<file path="config.mk">
export PLATFORM = sky130hd
export DESIGN_NAME = kbu_keyboard_unit
export DESIGN_NICKNAME = d
export VERILOG_FILES = /design/src/hw/kbu_keyboard_unit.v
export VERILOG_INCLUDE_DIRS = /design/src /design/src/hw
export SDC_FILE = /design/constraint.sdc
export NUM_CORES = 1
export LEC_CHECK = 0
export ABC_AREA = 1
export BUFFER_PORTS_ARGS = -buffer_cell sky130_fd_sc_hd__buf_2
export CAP_MARGIN = 20
export CELL_PAD_IN_SITES_DETAIL_PLACEMENT = 0
export CELL_PAD_IN_SITES_GLOBAL_PLACEMENT = 1
export CORE_MARGIN = 1
export CORE_UTILIZATION = 30
export DETAILED_ROUTE_END_ITERATION = 10
export PLACE_DENSITY_LB_ADDON = 0.1
export REMOVE_ABC_BUFFERS = 1
export SLEW_MARGIN = 30
export SYNTH_ARGS = -nofsm -noshare
export SYNTH_HDL_FRONTEND = slang
export SYNTH_SLANG_ARGS = --single-unit
</file>
<file path="constraint.sdc">
create_clock -name clk_sys_i -period 2.1 [get_ports clk_sys_i]
set_input_delay 0.42 -clock clk_sys_i [delete_from_list [all_inputs] [get_ports clk_sys_i]]
set_output_delay 0.42 -clock clk_sys_i [all_outputs]
set_load 0.005 [all_outputs]
</file>
<file path="src/hw/kbu_defines.vh">
`ifndef KBU_DEFINES_VH
`define KBU_DEFINES_VH
// ==========================================================
// Register map
`define KBU_ADDR_W          5
`define KBU_OFF_STATUS_CTRL 5'h16
`define KBU_OFF_PIN_ENABLE  5'h17
`define KBU_OFF_BREAK_CTRL  5'h18
// ==========================================================
// Status and control fields
`define KBU_BIT_SENS        0
`define KBU_BIT_MASK        1
`define KBU_BIT_ACK         2
`define KBU_BIT_PEND        3
// ==========================================================
// Break control fields
`define KBU_BIT_BCLR_EN     0
// ==========================================================
// Reset values
`define KBU_RST_STATUS_CTRL 8'h00
`define KBU_RST_PIN_ENABLE  8'h00
`endif

</file>
<file path="src/hw/kbu_keyboard_unit.v">
// The implementer's own choice: strobed register access.
`include "kbu_defines.vh"
`default_nettype none

module kbu_keyboard_unit (
   // Clock and reset
   input  wire                     clk_sys_i,
   input  wire                     rst_n_i,
   // Register port
   input  wire [`KBU_ADDR_W-1:0]   reg_addr_i,
   input  wire [7:0]               reg_wdata_i,
   input  wire                     reg_wr_i,
   input  wire                     reg_rd_i,
   output reg  [7:0]               reg_rdata_o,
   // Key pins and port control
   input  wire [7:0]               key_inputs_i,
   input  wire [7:0]               port_a_direction_i,
   output reg  [7:0]               key_pullup_en_o,
   output reg  [7:0]               key_dir_out_o,
   // CPU side
   input  wire                     vector_fetch_ack_i,
   input  wire                     break_state_i,
   output reg                      kbd_irq_o,
   output reg                      wake_o
);

   // ==========================================================
   // Registers
   reg  [7:0] pin_enable_q;
   reg        request_mask_q;
   reg        sensitivity_select_q;
   reg        break_clear_enable_q;
   reg        pending_q;
   reg        pending_d;
   reg        ack_seen_q;
   reg        ack_seen_d;
   reg  [7:0] key_sync1_q;
   reg  [7:0] key_sync2_q;
   reg        all_high_prev_q;

   wire wr_sc   = reg_wr_i && (reg_addr_i == `KBU_OFF_STATUS_CTRL);
   wire wr_pe   = reg_wr_i && (reg_addr_i == `KBU_OFF_PIN_ENABLE);
   wire wr_brk  = reg_wr_i && (reg_addr_i == `KBU_OFF_BREAK_CTRL);

   // ==========================================================
   // Pin synchroniser, only the second stage is looked at
   always @(posedge clk_sys_i) begin
      if (!rst_n_i) begin
         key_sync1_q <= 8'hFF;
         key_sync2_q <= 8'hFF;
      end else begin
         key_sync1_q <= key_inputs_i;
         key_sync2_q <= key_sync1_q;
      end
   end

   // Any enabled pin low; disabled pins count as high
   wire any_low  = |(pin_enable_q & ~key_sync2_q);
   // Fall from the all-high state is the only way to latch
   wire fall_evt = any_low && all_high_prev_q;
   // Software ack, suppressed in break unless clearing is allowed
   wire sw_ack   = wr_sc && reg_wdata_i[`KBU_BIT_ACK] &&
                   (!break_state_i || break_clear_enable_q);
   wire ack      = sw_ack || vector_fetch_ack_i;

   // ==========================================================
   // Request latch; a new fall beats a same-cycle ack
   // Level mode remembers an early ack, so pins going high later still clear
   always @* begin
      pending_d  = pending_q;
      ack_seen_d = ack_seen_q;
      if (ack) begin
         if (sensitivity_select_q && any_low && pending_q) begin
            ack_seen_d = 1'b1;
         end else begin
            pending_d  = 1'b0;
            ack_seen_d = 1'b0;
         end
      end
      if (sensitivity_select_q && ack_seen_q && !any_low) begin
         pending_d  = 1'b0;
         ack_seen_d = 1'b0;
      end
      if (!sensitivity_select_q) begin
         ack_seen_d = 1'b0;
      end
      if (fall_evt) begin
         pending_d  = 1'b1;
         ack_seen_d = 1'b0;
      end
   end

   // ==========================================================
   // Control registers and latch state
   always @(posedge clk_sys_i) begin
      if (!rst_n_i) begin
         pin_enable_q         <= `KBU_RST_PIN_ENABLE;
         request_mask_q       <= 1'b0;
         sensitivity_select_q <= 1'b0;
         break_clear_enable_q <= 1'b0;
         pending_q            <= 1'b0;
         ack_seen_q           <= 1'b0;
         all_high_prev_q      <= 1'b1;
      end else begin
         if (wr_pe) begin
            pin_enable_q <= reg_wdata_i;
         end
         if (wr_sc) begin
            request_mask_q       <= reg_wdata_i[`KBU_BIT_MASK];
            sensitivity_select_q <= reg_wdata_i[`KBU_BIT_SENS];
         end
         if (wr_brk) begin
            break_clear_enable_q <= reg_wdata_i[`KBU_BIT_BCLR_EN];
         end
         pending_q       <= pending_d;
         ack_seen_q      <= ack_seen_d;
         all_high_prev_q <= !any_low;
      end
   end

   // ==========================================================
   // Outputs, all registered; no clock gating so stop and wait see it
   always @(posedge clk_sys_i) begin
      if (!rst_n_i) begin
         key_pullup_en_o <= 8'h00;
         key_dir_out_o   <= 8'h00;
         kbd_irq_o       <= 1'b0;
         wake_o          <= 1'b0;
      end else begin
         key_pullup_en_o <= pin_enable_q;
         key_dir_out_o   <= port_a_direction_i & ~pin_enable_q;
         kbd_irq_o       <= pending_q && !request_mask_q;
         wake_o          <= pending_q && !request_mask_q;
      end
   end

   // ==========================================================
   // Read data, valid one cycle after the strobe
   always @(posedge clk_sys_i) begin
      if (!rst_n_i) begin
         reg_rdata_o <= 8'h00;
      end else if (reg_rd_i) begin
         case (reg_addr_i)
            `KBU_OFF_STATUS_CTRL: begin
               // Ack bit always reads zero
               reg_rdata_o <= {4'h0, pending_q, 1'b0,
                               request_mask_q, sensitivity_select_q};
            end
            `KBU_OFF_PIN_ENABLE: begin
               reg_rdata_o <= pin_enable_q;
            end
            `KBU_OFF_BREAK_CTRL: begin
               reg_rdata_o <= {7'h00, break_clear_enable_q};
            end
            default: begin
               reg_rdata_o <= 8'h00;
            end
         endcase
      end else begin
         reg_rdata_o <= 8'h00;
      end
   end

endmodule

`default_nettype wire

</file>
# Word-level counts from Yosys, hierarchy flattened
# Cells that the tools add are included.
dict set report word_totals {
  register_bits 55
  input_bits 35
  output_inout_bits 26
  word_cells 50
}
dict set report op_classes {
  n_eq_ne 4
  n_mux 6
  bitwise_logic 6
  n_reduce_logical 21
}
# cell n
set op_table {}
lappend op_table {{8-bit case mux with 3 select lines} 1}
lappend op_table {{8-bit AND} 2}
lappend op_table {{8-bit NOT} 2}
lappend op_table {{5-bit == test, second input constant} 3}
lappend op_table {{1-bit logical AND} 11}
lappend op_table {{8-bit OR reduction} 1}
lappend op_table {{1-bit 2-to-1 mux} 5}
lappend op_table {{2-bit AND reduction} 2}
lappend op_table {{4-bit OR reduction} 1}
lappend op_table {{1-bit logical NOT} 3}
lappend op_table {{3-bit by 2-bit != test with 1-bit output, second input constant} 1}
lappend op_table {{3-bit nonzero test} 1}
lappend op_table {{1-bit logical OR} 2}
lappend op_table {{1-bit NOT} 2}

# Longest topological paths before layout
dict set report logic_depth {
  ltp_word 9
  depth_mapped 10
  ltp_nobuf 10
}

# Worst setup path after synthesis
# No wires, ideal clock.
dict set report synth_path {
  path_kind {input -> register}
  startpoint {input port reg_addr_i[3]}
  endpoint {register pending_q}
  setup_time_ns 0.113
  arrival_ns 1.035
  required_time_ns 1.987
  path_slack_ns 0.952
  cell_stages 8
  n_path_buf 0
  cell_sequence {inv_1 > nand3_2 > nor2_4 > nand3_1 > nand2_1 > nand2_1 > nand3_1 > nand2_1}
}
dict set report synth_between {
  elab_chain_cells 7
}
# item line_no
set synth_lines {}
lappend synth_lines {{start, declared} kbu_keyboard_unit.v:10} ;# input wire [`KBU_ADDR_W-1:0] reg_addr_i,
lappend synth_lines {{5-bit == test} n/a}
lappend synth_lines {{1-bit logical AND} kbu_keyboard_unit.v:41} ;# wire wr_sc = reg_wr_i && (reg_addr_i == `KBU_OFF_STATUS_CTRL);
lappend synth_lines {{1-bit logical AND (2 in a row)} kbu_keyboard_unit.v:62} ;# wire sw_ack = wr_sc && reg_wdata_i[`KBU_BIT_ACK] &&
lappend synth_lines {{1-bit logical OR} kbu_keyboard_unit.v:64} ;# wire ack = sw_ack || vector_fetch_ack_i;
lappend synth_lines {{3-bit nonzero test (no source line)} n/a}
lappend synth_lines {{2-bit AND reduction (no source line)} n/a}
lappend synth_lines {{end signal, assigned} kbu_keyboard_unit.v:115} ;# pending_q <= pending_d;
lappend synth_lines {{end, declared} kbu_keyboard_unit.v:33} ;# reg pending_q;
# No other way between the ends.
# A chain may end at the register's enable or synchronous reset.

# Final worst setup path
dict set report layout_path {
  startpoint {register pin_enable_q[5]}
  endpoint {register pending_q}
}
dict set report layout_between {
  elab_chain_cells 6
  word_cells_on_any_way 12
  cone_classes {eq/ne: 1; mux: 2; bitwise: 1; reduce/logical: 8}
}
# item line_no
set layout_lines {}
lappend layout_lines {{start, declared} kbu_keyboard_unit.v:29} ;# reg [7:0] pin_enable_q;
lappend layout_lines {{start signal, assigned} kbu_keyboard_unit.v:97} ;# pin_enable_q <= `KBU_RST_PIN_ENABLE;
lappend layout_lines {{start signal, assigned} kbu_keyboard_unit.v:106} ;# pin_enable_q <= reg_wdata_i;
lappend layout_lines {{8-bit AND (*)} kbu_keyboard_unit.v:58} ;# wire any_low = |(pin_enable_q & ~key_sync2_q);
lappend layout_lines {{8-bit OR reduction (*)} kbu_keyboard_unit.v:58}
lappend layout_lines {{1-bit logical AND / 1-bit logical NOT (equally long branches)} {kbu_keyboard_unit.v:73, kbu_keyboard_unit.v:80}}
lappend layout_lines {{1-bit logical AND, on equally long branches} {kbu_keyboard_unit.v:73, kbu_keyboard_unit.v:80}}
lappend layout_lines {{3-bit by 2-bit != test with 1-bit output (no source line), or another cell as far along} n/a}
lappend layout_lines {{2-bit AND reduction (no source line) / 1-bit 2-to-1 mux (equally long branches)} n/a}
# Every way passes the cells marked *; elsewhere a longest branch is shown, timed or not.

==> results.cfg <==
[clock_network]
clock_latency_ns = 0.31
cts_root_buffer = clkbuf_8
clk_pin_slew_ns = 0.10
post_cts_resized = 0
hold_buffers = 0
htree_num_levels = 2
cts_sinks = 55
tritoncts = done
numCtsBuffers = 5
post_cts_buffers = 0
cts_max_path_buffers = 2

[hold_path]
min-delay-start = key_inputs_i[4]
min_to = key_sync1_q[4]$_SDFF_PN1_
hold_path_class = in -> reg
hold_depth = 2

[floorplanning]
die_x_um = 81.1
fp-row-count = 28
die_height_um = 81.1
ios = 61
die_area_mm2 = 0.00658
initial_core_util_pct = 31.3
core_mm2 = 0.00599

[run]
max_cap_violations = 0

[power]
p_total_mw = 1.91
power_density_mw_per_mm2 = 807
leakage_nw = 1.26
vdd_drop_max_v = 0.000348

[global_routing]
grt_pass1_vias = 1365
overflow = 0
grt_max_degree = 19
grt_usage_pct = 13.5
grt_pass1_wl_um = 6490
antenna_found_initial = 0

[synth]
yosysSeqAreaShare_pct = 58.6
synth.distinct_cells = 23
synth.area.top_cells = dfxtp_1 59%, nand2_1 11%, nor2_1 6.8%
synth_top_area_cell = dfxtp_1
syn_area_mm2 = 0.00188
synth.avg_cell_area_um2 = 8.31
synthCells = 226
synth-seq-cells = 55
synthesis.yosys.warnings = 0
yosys.area.top_type_share_pct = 58.6

[cells_and_area]
drive_gt1_share_pct = 31.7
syn_to_final_growth_pct = 26.3
antenna_cells = 0
nNetsFinal = 324
ff_latch_area_mm2 = 0.00110
final_cells = 365
fillers = 613
multi_input_area_um2 = 631

[outcome]
status = finished, final reports clean

[setup_path]
crit_fanout = 5
required_ns = 2.30
r2r_start = pin_enable_q[5]$_SDFFE_PN0P_
r2r-end = pending_q$_SDFFE_PN0P_
endpoint_kind = flop
worstSetupPathType = reg -> reg
cp-start-kind = flop
r2r_slack_ns = 0.85
cp.arrival_ns = 1.45
ff2ff_path_depth = 8

[sta]
fmax_mhz = 801
rsz0062_at_grt = false
period_share_pct = 59.4
worst_pin_slew_ns = 0.429
max_slew_margin_pct = 71.4
maxSlewViolCount = 0
setup-violations-final = 0
setup_slack_ns = 0.852
skew_ns = 0.00468
post-route-min-period_ns = 1.25
hold_violations = 0
fin_tns_setup_ns = 0

[routing]
wl_per_cell_um = 11.0
wl_um = 4000
dr_total_vias = 1463
drt_pre_antenna_iters = 4
drt_iter0_drc = 42
avgViaCountPerCell = 4.01
drtAntennaViolNets = 0
drcViolationCount = 0

[placed_design]
globalplace.congestion = 0.720
hpwlAfterDp_um = 2890
place_ws_ns = 0.576
placed_cells = 357
io_buffers = 60
layout by cell type (no fill, tap or decap), drive strengths merged:
| master | netlist | layout |
|---|---|---|
| dfxtp | 55 | 55 |
| nand3 | 8 | 8 |
| nand2 | 54 | 54 |
| nor3 | 3 | 3 |
| nand4 | 1 | 1 |
| buf | 3 | 61 |
| nor2 | 36 | 36 |
| bufinv | 0 | 1 |
| a21oi | 3 | 3 |
| a21boi | 1 | 1 |
| o21bai | 1 | 1 |
| clkbuf | 2 | 6 |
| a22oi | 2 | 2 |
| clkinv | 2 | 3 |
| inv | 29 | 29 |
| o21ai | 9 | 9 |
| or2 | 16 | 16 |
| o211ai | 1 | 1 |
cell type report:
type | instances | share of cell area (%)
clock inverter | 2 | 1.48
clock buffer | 6 | 3.48
timing repair buffer | 61 | 13.0
inverter | 31 | 5.12
sequential | 55 | 46.4
multi-input combinational | 135 | 26.6
tap | 75 | 3.96
worst max-delay path, stage by stage, from the launching register on:
cell and delay, ns:
dfxtp_1 0.38, nand2_1 0.09, nand2_1 0.06, nor2_1 0.17, nand2_1 0.15, nand2_1 0.09, nand2_1 0.06, nand3_1 0.09
nand2_1 0.06
layer usage:
layer | wire length [µm] | global-route usage (%) | part of all wire, % | up-vias
met5 | 0 | 0 | 0 | -
met4 | 52 | 6.43 | 1.3 | 0
met3 | 228 | 3.71 | 5.7 | 5
met2 | 1720 | 20.3 | 43 | 42
met1 | 2000 | 17.9 | 50 | 611
li1 | - | - | - | 805
where the power goes:
part | switching [mW] | internal (mW)
logic | 0.0564 | 0.0509
registers | 0.00826 | 1.07
clock network | 0.343 | 0.386
worst max path at each step:
stage | start | slack, ns | endpoint | depth (start not counted)
3_3_place_gp | rst_n_i | 0.60 | key_sync1_q[0]$_SDFF_PN1_ | 3
6_report | pin_enable_q[5]$_SDFFE_PN0P_ | 0.85 | pending_q$_SDFFE_PN0P_ | 8
5_1_grt | pin_enable_q[1]$_SDFFE_PN0P_ | 0.73 | pending_q$_SDFFE_PN0P_ | 8
2_1_floorplan | reg_addr_i[3] | 0.95 | pending_q$_SDFFE_PN0P_ | 8
4_1_cts | pin_enable_q[5]$_SDFFE_PN0P_ | 0.83 | pending_q$_SDFFE_PN0P_ | 8
3_5_place_dp | rst_n_i | 0.58 | key_sync1_q[7]$_SDFF_PN1_ | 3
logic make-up after synthesis:
logic type / after synthesis / share of synthesized area [%]
flops: 55 / 58.6
simple gates: 118 / 28.4
buf+inv: 36 / 7.79
compound gates: 17 / 5.20
sequential cells by signal, summed over array words and instances, names as in the netlist:
name / cells
ack_seen_q: 1
key_dir_out_o: 8
key_sync2_q: 8
wake_o: 1
reg_rdata_o: 8
all_high_prev_q: 1
key_sync1_q: 8
pin_enable_q: 8
break_clear_enable_q: 1
pending_q: 1
sensitivity_select_q: 1
request_mask_q: 1
key_pullup_en_o: 8
through the flow:
stage          area (µm²)  hold slack [ns]  utilization, %
2_1_floorplan        1850            0.393               -
3_3_place_gp         2250            0.393            37.6
3_5_place_dp         2250            0.397            37.6
4_1_cts              2370            0.278            39.6
5_1_grt              2370            0.284            39.6
6_report             2370            0.291            39.6
cell usage after synthesis, drive strengths merged:
cell type	n
a21boi	1
a21oi	3
a22oi	2
buf	3
clkbuf	2
clkinv	2
dfxtp	55
inv	29
nand2	54
nand3	8
nand4	1
nor2	36
nor3	3
o211ai	1
o21ai	9
o21bai	1
or2	16
(Power assumes the default switching activity.)
